<file path="src/sbte_pkg.sv">
package sbte_pkg;
    // register byte addresses
    localparam logic [7:0] ADDR_CTRL       = 8'h00;
    localparam logic [7:0] ADDR_STATUS     = 8'h04;
    localparam logic [7:0] ADDR_DATA       = 8'h08;
    localparam logic [7:0] ADDR_INT_STATUS = 8'h0C;
    localparam logic [7:0] ADDR_INT_MASK   = 8'h10;

    // control field positions
    localparam int CTRL_ENABLE_BIT    = 0;
    localparam int CTRL_MASTER_BIT    = 1;
    localparam int CTRL_LSB_FIRST_BIT = 2;
    localparam int CTRL_CPHA_BIT      = 3;
    localparam int CTRL_CPOL_BIT      = 4;
    localparam int CTRL_PRESCALE_LSB  = 8;
    localparam int CTRL_RATE_LSB      = 12;
    localparam int SEL_W              = 3;

    // status and interrupt field positions
    localparam int STAT_TXE_BIT  = 0;
    localparam int STAT_RXF_BIT  = 1;
    localparam int STAT_BUSY_BIT = 2;
    localparam int INT_W         = 2;
    localparam int INT_TXE_BIT   = 0;
    localparam int INT_RXF_BIT   = 1;

    // transfer framing: eight bits, two shift-clock edges each
    localparam int               BITS_PER_XFER = 8;
    localparam int               HALF_W        = 4;
    localparam logic [HALF_W-1:0] LAST_HALF    = 4'hF;
    localparam int               DIV_W         = 11;
    localparam int               SYNC_W        = 4;

    localparam logic [31:0] CTRL_RESET = 32'h0000_0000;
    localparam logic [31:0] ZERO_WORD  = 32'h0000_0000;
endpackage

</file>
<file path="src/sbte_pin_sync.sv">
`timescale 1ns/1ps
module sbte_pin_sync
    import sbte_pkg::*;
(
    // clock and reset
    input  wire logic              pclk,
    input  wire logic              presetn,
    // raw pins and filtered levels
    input  wire logic [SYNC_W-1:0] raw,
    output logic      [SYNC_W-1:0] filt
);
    typedef struct packed {
        logic [SYNC_W-1:0] s1;
        logic [SYNC_W-1:0] s2;
        logic [SYNC_W-1:0] s3;
        logic [SYNC_W-1:0] f;
    } sbte_sync_s;

    sbte_sync_s s_q;
    sbte_sync_s s_d;

    // a level is taken only once the second and third stages agree
    always_comb begin
        s_d    = s_q;
        s_d.s1 = raw;
        s_d.s2 = s_q.s1;
        s_d.s3 = s_q.s2;
        for (int i = 0; i < SYNC_W; i++) begin
            if (s_q.s2[i] == s_q.s3[i]) begin
                s_d.f[i] = s_q.s3[i];
            end
        end
    end

    always_ff @(posedge pclk or negedge presetn) begin
        if (!presetn) begin
            s_q <= '0;
        end else begin
            s_q <= s_d;
        end
    end

    assign filt = s_q.f;
endmodule

</file>
<file path="src/sbte_rate_div.sv">
`timescale 1ns/1ps
module sbte_rate_div
    import sbte_pkg::*;
(
    // clock and reset
    input  wire logic             pclk,
    input  wire logic             presetn,
    // divider control
    input  wire logic             run,
    input  wire logic [SEL_W-1:0] prescale_select,
    input  wire logic [SEL_W-1:0] rate_select,
    // one pulse per half bit period
    output logic                  tick
);
    typedef struct packed {
        logic [DIV_W-1:0] cnt;
    } sbte_div_s;

    sbte_div_s        s_q;
    sbte_div_s        s_d;
    logic [DIV_W-1:0] half;

    // bit period = (prescale+1) * 2^(rate+1) bus clocks, so half of it here
    assign half = DIV_W'({ {(DIV_W-SEL_W){1'b0}}, prescale_select } + DIV_W'(1)) << rate_select;
    assign tick = run && (s_q.cnt == half - DIV_W'(1));

    always_comb begin
        s_d = s_q;
        if (!run || tick) begin
            s_d.cnt = '0;
        end else begin
            s_d.cnt = s_q.cnt + DIV_W'(1);
        end
    end

    always_ff @(posedge pclk or negedge presetn) begin
        if (!presetn) begin
            s_q <= '0;
        end else begin
            s_q <= s_d;
        end
    end

    AST_DIV_SPACING: assert property (@(posedge pclk) disable iff (!presetn)
        run && tick && prescale_select == 3'h1 && rate_select == 3'h0 && $stable(prescale_select) ##1 run
        |-> !tick ##1 (tick || !run)) else $error("half period of two clocks not kept");
endmodule

</file>
<file path="src/sbte_top.sv">
// The APB interface to the registers and the address map are this design's own decisions.
`timescale 1ns/1ps
module sbte_top
    import sbte_pkg::*;
(
    // clock and reset
    input  wire logic        pclk,
    input  wire logic        presetn,
    // apb slave
    input  wire logic        psel,
    input  wire logic        penable,
    input  wire logic        pwrite,
    input  wire logic [7:0]  paddr,
    input  wire logic [31:0] pwdata,
    output logic      [31:0] prdata,
    output logic             pready,
    output logic             pslverr,
    // interrupt
    output logic             irq,
    // shift clock pin
    input  wire logic        shift_clock_pin_i,
    output logic             shift_clock_pin_o,
    output logic             shift_clock_pin_oe,
    // master-out data pin
    input  wire logic        serial_out_pin_i,
    output logic             serial_out_pin_o,
    output logic             serial_out_pin_oe,
    // master-in data pin
    input  wire logic        serial_in_pin_i,
    output logic             serial_in_pin_o,
    output logic             serial_in_pin_oe,
    // target select, active low
    input  wire logic        target_select_n_i,
    output logic             target_select_n_o,
    output logic             target_select_n_oe
);
    typedef struct packed {
        logic              enable;
        logic              master;
        logic              lsb_first_enable;
        logic              cpha;
        logic              cpol;
        logic [SEL_W-1:0]  prescale_select;
        logic [SEL_W-1:0]  rate_select;
        logic [7:0]        tx_buf;
        logic              tx_buffer_empty_flag;
        logic [7:0]        rx_buf;
        logic              rx_buffer_full_flag;
        logic              rx_armed;
        logic              busy;
        logic [7:0]        shifter;
        logic              samp;
        logic [HALF_W-1:0] half_cnt;
        logic              sck;
        logic              sck_prev;
        logic [INT_W-1:0]  int_status;
        logic [INT_W-1:0]  int_mask;
        logic [31:0]       rdata;
        logic              ready;
        logic              slverr;
    } sbte_state_s;

    sbte_state_s       s_q;
    sbte_state_s       s_d;
    logic [SYNC_W-1:0] pin_f;
    logic              tick;
    logic              sck_f;
    logic              mosi_f;
    logic              miso_f;
    logic              ss_n_f;
    logic              setup;
    logic              access;
    logic              wr_data;
    logic              rd_data;
    logic              rd_status;
    logic              rd_int;
    logic              rx_clr;
    logic              edge_ev;
    logic              in_bit;
    logic              lead;
    logic              done;
    logic [7:0]        done_byte;
    logic              start;
    logic              out_bit;

    // every pin input is resynchronised; in master mode this adds four bus
    // clocks of lag to the sampled data, so very fast rates need a short line
    sbte_pin_sync u_sync (
        .pclk    (pclk),
        .presetn (presetn),
        .raw     ({target_select_n_i, serial_in_pin_i, serial_out_pin_i, shift_clock_pin_i}),
        .filt    (pin_f)
    );
    assign sck_f  = pin_f[0];
    assign mosi_f = pin_f[1];
    assign miso_f = pin_f[2];
    assign ss_n_f = pin_f[3];

    sbte_rate_div u_div (
        .pclk            (pclk),
        .presetn         (presetn),
        .run             (s_q.busy && s_q.master && s_q.enable),
        .prescale_select (s_q.prescale_select),
        .rate_select     (s_q.rate_select),
        .tick            (tick)
    );

    function automatic logic [7:0] shift_in(input logic [7:0] sh, input logic b, input logic lsb);
        shift_in = lsb ? {b, sh[7:1]} : {sh[6:0], b};
    endfunction

    // apb decode
    assign setup     = psel && !penable;
    assign access    = psel && penable && s_q.ready;
    assign wr_data   = access && pwrite && paddr == ADDR_DATA;
    assign rd_data   = access && !pwrite && paddr == ADDR_DATA;
    assign rd_status = access && !pwrite && paddr == ADDR_STATUS;
    assign rd_int    = access && !pwrite && paddr == ADDR_INT_STATUS;
    assign rx_clr    = rd_data && s_q.rx_armed;

    // one shift-clock edge: own divider as master, filtered pin edge as slave
    assign edge_ev = s_q.enable && (s_q.master ? (s_q.busy && tick)
                                               : (!ss_n_f && sck_f != s_q.sck_prev));
    assign in_bit  = s_q.master ? miso_f : mosi_f;
    assign lead    = !s_q.half_cnt[0];
    assign done    = edge_ev && s_q.half_cnt == LAST_HALF;
    assign done_byte = shift_in(s_q.shifter, s_q.cpha ? in_bit : s_q.samp, s_q.lsb_first_enable);
    // a queued byte may enter an idle shifter; slaves wait for a clean frame
    assign start   = s_q.enable && !s_q.busy && !s_q.tx_buffer_empty_flag
                     && (s_q.master || s_q.half_cnt == '0);

    always_comb begin
        s_d        = s_q;
        s_d.ready  = 1'b0;
        s_d.sck_prev = sck_f;

        // apb setup phase prepares the answer so the access phase needs no wait
        if (setup) begin
            s_d.ready  = 1'b1;
            s_d.slverr = 1'b0;
            s_d.rdata  = ZERO_WORD;
            if (paddr == ADDR_CTRL) begin
                s_d.rdata[CTRL_ENABLE_BIT]    = s_q.enable;
                s_d.rdata[CTRL_MASTER_BIT]    = s_q.master;
                s_d.rdata[CTRL_LSB_FIRST_BIT] = s_q.lsb_first_enable;
                s_d.rdata[CTRL_CPHA_BIT]      = s_q.cpha;
                s_d.rdata[CTRL_CPOL_BIT]      = s_q.cpol;
                s_d.rdata[CTRL_PRESCALE_LSB +: SEL_W] = s_q.prescale_select;
                s_d.rdata[CTRL_RATE_LSB +: SEL_W]     = s_q.rate_select;
            end else if (paddr == ADDR_STATUS) begin
                s_d.rdata[STAT_TXE_BIT]  = s_q.tx_buffer_empty_flag;
                s_d.rdata[STAT_RXF_BIT]  = s_q.rx_buffer_full_flag;
                s_d.rdata[STAT_BUSY_BIT] = s_q.busy;
            end else if (paddr == ADDR_DATA) begin
                s_d.rdata[7:0] = s_q.rx_buf;
            end else if (paddr == ADDR_INT_STATUS) begin
                s_d.rdata[INT_W-1:0] = s_q.int_status;
            end else if (paddr == ADDR_INT_MASK) begin
                s_d.rdata[INT_W-1:0] = s_q.int_mask;
            end else begin
                s_d.slverr = 1'b1;
            end
        end

        // register writes
        if (access && pwrite) begin
            if (paddr == ADDR_CTRL) begin
                s_d.enable           = pwdata[CTRL_ENABLE_BIT];
                s_d.master           = pwdata[CTRL_MASTER_BIT];
                s_d.lsb_first_enable = pwdata[CTRL_LSB_FIRST_BIT];
                s_d.cpha             = pwdata[CTRL_CPHA_BIT];
                s_d.cpol             = pwdata[CTRL_CPOL_BIT];
                s_d.prescale_select  = pwdata[CTRL_PRESCALE_LSB +: SEL_W];
                s_d.rate_select      = pwdata[CTRL_RATE_LSB +: SEL_W];
            end else if (paddr == ADDR_DATA) begin
                // a write to a full buffer overwrites the queued byte
                s_d.tx_buf               = pwdata[7:0];
                s_d.tx_buffer_empty_flag = 1'b0;
            end else if (paddr == ADDR_INT_MASK) begin
                s_d.int_mask = pwdata[INT_W-1:0];
            end
        end

        // rx full clears only on a data read after the flag was seen set
        if (rd_status && s_q.rx_buffer_full_flag) begin
            s_d.rx_armed = 1'b1;
        end
        if (rd_data) begin
            s_d.rx_armed = 1'b0;
        end
        if (rx_clr) begin
            s_d.rx_buffer_full_flag = 1'b0;
        end
        if (rd_int) begin
            s_d.int_status = '0;
        end

        // slave frame abort: select released resets bit position
        if (!s_q.master && ss_n_f) begin
            s_d.half_cnt = '0;
        end

        if (edge_ev) begin
            s_d.half_cnt = s_q.half_cnt + HALF_W'(1);
            if (s_q.master) begin
                s_d.sck = !s_q.sck;
            end
            if (done) begin
                s_d.shifter = done_byte;
            end else if (lead != s_q.cpha) begin
                s_d.samp = in_bit;
            end else if (!(s_q.cpha && s_q.half_cnt == '0)) begin
                s_d.shifter = shift_in(s_q.shifter, s_q.samp, s_q.lsb_first_enable);
            end
        end

        if (done) begin
            // double buffer: the old byte stays until software takes it
            if (!s_q.rx_buffer_full_flag || rx_clr) begin
                s_d.rx_buf              = done_byte;
                s_d.rx_buffer_full_flag = 1'b1;
                s_d.int_status[INT_RXF_BIT] = 1'b1;
            end
            if (!s_q.tx_buffer_empty_flag) begin
                s_d.shifter              = s_q.tx_buf;
                s_d.tx_buffer_empty_flag = 1'b1;
                s_d.int_status[INT_TXE_BIT] = 1'b1;
            end else begin
                s_d.busy = 1'b0;
            end
        end else if (start) begin
            s_d.shifter              = s_q.tx_buf;
            s_d.tx_buffer_empty_flag = 1'b1;
            s_d.int_status[INT_TXE_BIT] = 1'b1;
            s_d.busy                 = 1'b1;
            s_d.half_cnt             = '0;
            s_d.sck                  = s_q.cpol;
        end

        if (!s_q.enable) begin
            s_d.busy     = 1'b0;
            s_d.half_cnt = '0;
            s_d.sck      = s_q.cpol;
        end
        if (!s_q.busy && s_q.master) begin
            s_d.sck = s_q.cpol;
        end
    end

    always_ff @(posedge pclk or negedge presetn) begin
        if (!presetn) begin
            s_q                      <= '0;
            s_q.tx_buffer_empty_flag <= 1'b1;
            s_q.enable               <= CTRL_RESET[CTRL_ENABLE_BIT];
        end else begin
            s_q <= s_d;
        end
    end

    // outputs
    assign out_bit            = s_q.lsb_first_enable ? s_q.shifter[0] : s_q.shifter[7];
    assign prdata             = s_q.rdata;
    assign pready             = s_q.ready;
    assign pslverr            = s_q.slverr;
    assign irq                = |(s_q.int_status & s_q.int_mask);
    assign shift_clock_pin_o  = s_q.sck;
    assign shift_clock_pin_oe = s_q.enable && s_q.master;
    assign serial_out_pin_o   = out_bit;
    assign serial_out_pin_oe  = s_q.enable && s_q.master;
    assign serial_in_pin_o    = out_bit;
    assign serial_in_pin_oe   = s_q.enable && !s_q.master && !ss_n_f;
    assign target_select_n_o  = !s_q.busy;
    assign target_select_n_oe = s_q.enable && s_q.master;

    AST_START_LOADS: assert property (@(posedge pclk) disable iff (!presetn)
        start && !done |=> s_q.busy && s_q.tx_buffer_empty_flag && s_q.shifter == $past(s_q.tx_buf))
        else $error("queued byte did not enter the shifter");
    AST_FIRST_BIT: assert property (@(posedge pclk) disable iff (!presetn)
        start && !done && !s_q.lsb_first_enable && !(access && pwrite)
        |=> serial_out_pin_o == $past(s_q.tx_buf[7])) else $error("first bit is not the msb");
    AST_FIRST_BIT_LSB: assert property (@(posedge pclk) disable iff (!presetn)
        start && !done && s_q.lsb_first_enable && !(access && pwrite)
        |=> serial_out_pin_o == $past(s_q.tx_buf[0])) else $error("first bit is not the lsb");
    AST_SCK_TOGGLE: assert property (@(posedge pclk) disable iff (!presetn)
        s_q.master && edge_ev && !done |=> shift_clock_pin_o != $past(shift_clock_pin_o))
        else $error("shift clock did not toggle on a half period");
    AST_RX_STORE: assert property (@(posedge pclk) disable iff (!presetn)
        done && !s_q.rx_buffer_full_flag |=> s_q.rx_buffer_full_flag && s_q.rx_buf == $past(done_byte))
        else $error("received byte not buffered");
    AST_OVERRUN: assert property (@(posedge pclk) disable iff (!presetn)
        done && s_q.rx_buffer_full_flag && !rx_clr |=> s_q.rx_buf == $past(s_q.rx_buf) && s_q.rx_buffer_full_flag)
        else $error("overrun replaced the buffered byte");
    AST_BACK_TO_BACK: assert property (@(posedge pclk) disable iff (!presetn)
        done && !s_q.tx_buffer_empty_flag && s_q.enable |=> s_q.busy && s_q.tx_buffer_empty_flag && s_q.half_cnt == '0)
        else $error("queued byte did not start the next transfer");
    AST_FRAME_END: assert property (@(posedge pclk) disable iff (!presetn)
        done |-> s_q.half_cnt == LAST_HALF ##1 s_q.half_cnt == '0) else $error("transfer not sixteen edges");
    AST_TXE_CLEAR: assert property (@(posedge pclk) disable iff (!presetn)
        wr_data && !start && !done |=> !s_q.tx_buffer_empty_flag) else $error("data write left tx empty set");
    AST_RXF_CLEAR: assert property (@(posedge pclk) disable iff (!presetn)
        rx_clr && !done |=> !s_q.rx_buffer_full_flag) else $error("armed data read left rx full set");
    AST_IRQ: assert property (@(posedge pclk) disable iff (!presetn)
        rd_int && !done && !start |=> !irq) else $error("interrupt survived a status read");
endmodule

</file>
<file path="config.mk">
export PLATFORM = sky130hd
export DESIGN_NAME = sbte_top
export DESIGN_NICKNAME = d
export VERILOG_FILES = /design/src/sbte_pkg.sv /design/src/sbte_pin_sync.sv /design/src/sbte_rate_div.sv /design/src/sbte_top.sv
export SDC_FILE = /design/constraint.sdc
export NUM_CORES = 1
export LEC_CHECK = 0
export BUFFER_PORTS_ARGS = -buffer_cell sky130_fd_sc_hd__buf_2
export CORE_MARGIN = 5
export CORE_UTILIZATION = 55
export CTS_BUF_LIST = sky130_fd_sc_hd__clkbuf_4
export DETAILED_ROUTE_END_ITERATION = 16
export PLACE_DENSITY_LB_ADDON = 0.05
export SLEW_MARGIN = 0
export SYNTH_ARGS = -nofsm -noshare
export SYNTH_HDL_FRONTEND = slang
export SYNTH_SLANG_ARGS = --single-unit
</file>
<file path="constraint.sdc">
create_clock -name pclk -period 9.8 [get_ports pclk]
set_input_delay 1.96 -clock pclk [delete_from_list [all_inputs] [get_ports pclk]]
set_output_delay 1.96 -clock pclk [all_outputs]
set_load 0.01 [all_outputs]
</file>
**Word-level counts from Yosys, hierarchy flattened**

Index checks and enable logic that the tools add are counted.

- Eq/ne operators: 14
- Add/subtract/negate cells: 4
- Reductions and logical operators: 49
- Shift operators: 1
- Bitwise operators: 4
- Mux-type cells: 57

Operators with widths:

| operator | count |
|---|---|
| 2-to-1 mux 8 bit | 6 |
| 2-to-1 mux 1 bit | 31 |
| logical AND 1 bit | 26 |
| 2-to-1 mux 5 bit | 5 |
| 2-to-1 mux 9 bit | 2 |
| == test 8 x 4 -> 1 bit (second input constant) | 2 |
| 2-to-1 mux 14 bit | 1 |
| 2-to-1 mux 3 bit | 4 |
| adder 11 x 1 -> 11 bit (second input constant) | 1 |
| == test 11 bit | 1 |
| 2-to-1 mux 11 bit | 1 |
| << shifter 4 x 3 -> 11 bit | 1 |
| subtractor 11 x 1 -> 11 bit (second input constant) | 1 |
| logical NOT 1 bit | 10 |
| 2-to-1 mux 2 bit | 5 |
| == test 8 x 3 -> 1 bit (second input constant) | 1 |
| == test 8 x 5 -> 1 bit (second input constant) | 1 |
| logical NOT 8 bit | 1 |
| 2-to-1 mux 6 bit | 1 |
| AND reduction 2 bit | 3 |
| AND reduction 3 bit | 2 |
| adder 3 x 1 -> 4 bit (second input constant) | 1 |
| adder 4 x 1 -> 4 bit (second input constant) | 1 |
| == test 1 bit | 4 |
| 12 further kinds | 17 |

- Output and inout port bits: 43
- Word-level logic and storage cells: 160
- Bits in registers: 93
- Bits of input ports: 49

**Longest topological paths before layout**

- Word-level depth: 15
- Gate-level depth with buffers: 15
- Gate-level depth less buffers: 14

**By module**

Synthesis repeated with hierarchy kept, for this count alone.

- Cell total of the unflattened synthesis: 548
- Area, all modules: 5,570.3 um^2

Modules (own cells, without submodules):

| module | area each (um^2) | cells an instance | sequential area each (um^2) | instances |
|---|---|---|---|---|
| sbte_top | 3,540.9 | 332 | 1,652.8 | 1 |
| sbte_rate_div | 1,554.0 | 192 | 275.3 | 1 |
| sbte_pin_sync | 475.5 | 24 | 400.4 | 1 |

**Least setup slack after synthesis**

Ideal clock, no wire load.

- Path type: input port to flip-flop
- From: in paddr[5]
- To: reg s_q[76] (netlist bit)
- Cell stages on the path: 6
- Setup slack: 5.924 ns
- Arrival time: 3.751 ns
- Data required time: 9.675 ns
- Buffers on the path: 1
- Setup time: 0.125 ns
- Path through: nor3_1 > nand2_1 > or3_1 > nor3_1 > clkbuf_1 > mux2_2

- Word-level cells in the longest chain between the ends: 2

RTL lines:

| item | RTL line | source |
|---|---|---|
| start: declaration | sbte_top.sv:13 | `input wire logic [7:0] paddr,` |
| logical NOT 8 bit | sbte_top.sv:167 | `if (paddr == ADDR_CTRL) begin` |
| AND reduction 2 bit (no source line) | n/a |  |
| end: declaration | sbte_top.sv:63 | `sbte_state_s s_q;` |

Every way passes these cells.
A chain may end at the register's enable or synchronous reset.

**Final worst setup path**

- From: reg s_q[76] (netlist bit)
- To: reg s_q[56] (netlist bit)

- Word-level cells in the longest chain between the ends: 10

RTL lines:

| item | RTL line | source |
|---|---|---|
| adder 3 x 1 -> 4 bit | sbte_rate_div.sv:24 | `assign half = DIV_W'({ {(DIV_W-SEL_W){1'b0}}, prescale_select } + DIV_W'(1)) << rate_select;` |
| << shifter 4 x 3 -> 11 bit | sbte_rate_div.sv:24 |  |
| subtractor 11 x 1 -> 11 bit | sbte_rate_div.sv:25 | `assign tick = run && (s_q.cnt == half - DIV_W'(1));` |
| == test 11 bit | sbte_rate_div.sv:25 |  |
| logical AND 1 bit | sbte_rate_div.sv:25 |  |
| logical AND 1 bit | sbte_top.sv:122 | `assign edge_ev = s_q.enable && (s_q.master ? (s_q.busy && tick)` |
| 2-to-1 mux 1 bit | sbte_top.sv:122 |  |
| logical AND 1 bit | sbte_top.sv:122 |  |
| logical AND 1 bit | sbte_top.sv:126 | `assign done = edge_ev && s_q.half_cnt == LAST_HALF;` |
| AND reduction 2 bit (no source line) | n/a |  |

Every way passes these cells.

==> metrics <==
status=completed; max_cap viols=0; largest net degree at the start of global routing=66; Die Ht=~110 microns; Worst-path clk slew=around 0.15 ns; Syn. warnings=0; final hold violations=0; Simple-Gate Fraction of Synth Area=a little under a fifth; Worst Skew=between 0.015 and 0.02 ns; All-Layer GR Usage=a little over a fifth; ys flop type=dfrtp_1; setup_tns=0 ns; Core ar.=about 9800 sq um; total gr overflow=0; FP Rows=36; Post-CTS Hold Fix Bufs=0; Clock Latency Late Sink=approximately 0.46 ns; sw frac=between 20 and 30%; synth cell count leaders=92 x dfrtp_1, 49 x nand2_1, 41 x nor2_1; DRT iter0 DRCs=350; CP Class=reg2reg; Seq/Total Area, Yosys=42.2%; Synth Area in XOR/XNOR=3.45%; Fin Hold WS=about 0.37 ns; share of layout cells above drive strength 1=20.5%; Post-CTS Setup Bufs=0; leakage=around 2.7 nW; Starting Density=56.5%; Comb pwr share=approximately 16%; cells along the critical path=ha_1, nand2b_1, nand2_1, nand2_1, ha_1, xnor2_1, nor2_1, nand3_1, o311ai_0, o2bb2ai_1, or3_4, nor3_4, o211ai_4, mux2_4; CP required=between 10 and 15 ns; first-pass GRT wire length=20.4 mm; crit start category=flip-flop; total die area=12100 sq um; critical path's largest stage delay=around 0.64 ns; # setup viols final=0; GP Congestion=around 0.93; DP Wirelength=around 9 mm; adder-cell area share of the yosys netlist=1.86%; post-synth top area share=between 40% and 50%; clk sinks=93; # IOs=92; Synth Register Bits=between 90 and 100; arrival time worst endpoint=around 4.6 ns; Max VDD drop=about 0.00009 V; Cell Area, Synth=approximately 5500 sq um; Routed WL per cell=16.9 microns; Post-Route WL=12.4 mm; Tmin final=about 4.2 ns; Resized Gates After CTS=0; count leader, synth=dfrtp_1; Final Max Tran Viols=0; register share of total power=a little under three fifths; Num CTS Buffers=9; Clock Tree Root=clkbuf_4; initial antenna violation count=1; Nets=649; Vias=~4300; largest family of logic cells by synthesized area=simple AND/OR/NAND/NOR gates; Synth async-reset ratio=100%; H-tree depth=3; crit share post-route=between 40% and 50%; deepest clock path buffer count=2; ANT nets after route=0; Critical-path top delay cell=dfrtp_1; HP Class=reg2reg; DRC Markers=0; Yosys cell types=about 80; power per cell area=~130 nW/um^2; drt pass-1 iters=6; vias per cell=approximately 5.8; post-synthesis cell count=roughly 570; mux share of post-synthesis cell area=about a tenth; Synth area leaders=dfrtp_1 42%, buf_4 5.0%, mux2_2 4.9%; Die Wd=110 microns; area grow syn2layout=5.21%; Compound-Gate Fraction of Synth Area=16.2%; P_int=0.543 mW; Post-synth EDFFs=0; largest area contributor in the synthesized netlist=dfrtp_1; Port Buf Inserts=55; RSZ-0062 raised after global routing=false; CP Capture Type=flip-flop; Worst Path Max Fanout=20; Worst-Margin Slew=0.817 ns; Clock power frac=roughly 28%; max_slew headroom=between 40% and 50%; fmax=between 200 and 250 MHz; vias in the first global route=between 3000 and 4000; Net Switching=about 0.23 mW; syn avg cell area=around 9.6 sq um; CTS tree=done
==> worst max-delay path: cells and delay by family, from the launching register on <==
family / cells / cell delay (ns)
and+or+nand+nor: 7 / 1.32
adders and majority gates: 2 / 0.81
AOI/OAI and AO/OA: 3 / 0.77
DFF: 1 / 0.64
muxes: 1 / 0.37
xor gates and xnor gates: 1 / 0.20
==> cell families after synthesis <==
logic type / after synthesis
multiplexers: 44
flip-flops: 93
AO/OA/AOI/OAI: 128
XOR/XNOR: 20
buffers and inverters: 79
adder cells (fa/ha/maj): 9
other: 1
AND/OR/NAND/NOR: 199
==> state kept, by name, summed over array words and instances, names as in the netlist, 4 cells and up <==
register / cells
u_sync.s_d: 8
s_q: 49
u_sync.filt: 4
prdata: 14
u_div.s_q: 11
u_sync.s_q: 4
==> metal layers <==
| layer | up-vias | wire length (microns) | track usage, % |
|---|---|---|---|
| li1 | 2062 | - | - |
| met1 | 2026 | 6180 | 34.1 |
| met2 | 153 | 5200 | 30.8 |
| met3 | 13 | 886 | 3.38 |
| met4 | 0 | 145 | 6.33 |
| met5 | - | 0 | 0 |
==> per-stage QoR <==
step	area [sq um]	cells	util, %	setup slack [ns]	power (mW)
3_3_place_gp	5660	717	57.9	5.67	0.560
3_5_place_dp	5660	717	57.9	5.64	0.563
5_1_grt	5810	734	59.4	5.24	0.819
2_1_floorplan	5580	590	-	5.92	0.528
6_report	5810	734	59.4	5.58	0.772
4_1_cts	5810	733	59.4	5.64	0.780
==> cells in the final DEF (no fill, tap or decap), types with 4 or more instances in the layout <==
cell type | Yosys | layout
nor4_1 | 4 | 4
dfrtp_1 | 92 | 92
nand3_1 | 21 | 21
conb_1 | 1 | 18
nor2_1 | 41 | 41
buf_2 | 7 | 54
inv_1 | 16 | 16
mux2i_1 | 11 | 11
and2_1 | 5 | 5
maj3_1 | 4 | 4
a21oi_1 | 27 | 27
mux2_4 | 8 | 8
a22o_1 | 9 | 9
clkbuf_4 | 0 | 9
o31ai_1 | 12 | 12
a211oi_1 | 4 | 4
nor3_1 | 18 | 17
nand4_1 | 6 | 6
ha_1 | 5 | 5
and3_1 | 8 | 8
xnor2_1 | 9 | 9
nand2_1 | 49 | 49
nor2b_1 | 8 | 8
a31oi_1 | 4 | 4
xor2_1 | 9 | 9
nand2b_1 | 14 | 14
o21ai_0 | 33 | 33
mux2_2 | 24 | 24
==> final cells by class <==
cell class                      instances  area (sq um)
Fill cell                             868          3970
Clock inverter                          7          73.8
Multi-Input combinational cell        418          2820
Inverter                               16          60.1
Sequential cell                        93          2330
Timing Repair Buffer                   57           293
Clock buffer                            9          67.6
Tap cell                              133           166
Antenna cell                            1          2.50
==> final timing paths <==
path                                           from                      end  slack (ns)  cells after the start
max reg2reg                     s_q[76]$_DFFE_PN0P_      s_q[56]$_DFFE_PN0P_        5.58                     14
min in group asynchronous                   presetn      s_q[74]$_DFFE_PN0P_        1.40                      1
min reg2reg                u_sync.s_d[11]$_DFF_PN0_  u_sync.s_d[7]$_DFF_PN0_        0.37                      0
max in group asynchronous                   presetn      s_q[53]$_DFFE_PN0P_        7.27                      2
min                        u_sync.s_d[11]$_DFF_PN0_  u_sync.s_d[7]$_DFF_PN0_        0.37                      0
max                             s_q[76]$_DFFE_PN0P_      s_q[56]$_DFFE_PN0P_        5.58                     14
==> power groups by stage <==
stage | registers [mW] | clock network, mW | logic, mW
after global placement | 0.442 | 0 | 0.119
after CTS | 0.434 | 0.224 | 0.121
after floorplan | 0.436 | 0 | 0.0920
after detailed placement | 0.442 | 0 | 0.121
final | 0.434 | 0.216 | 0.122
after global routing | 0.440 | 0.241 | 0.139
No activity file was read; power rests on OpenSTA's default activity.
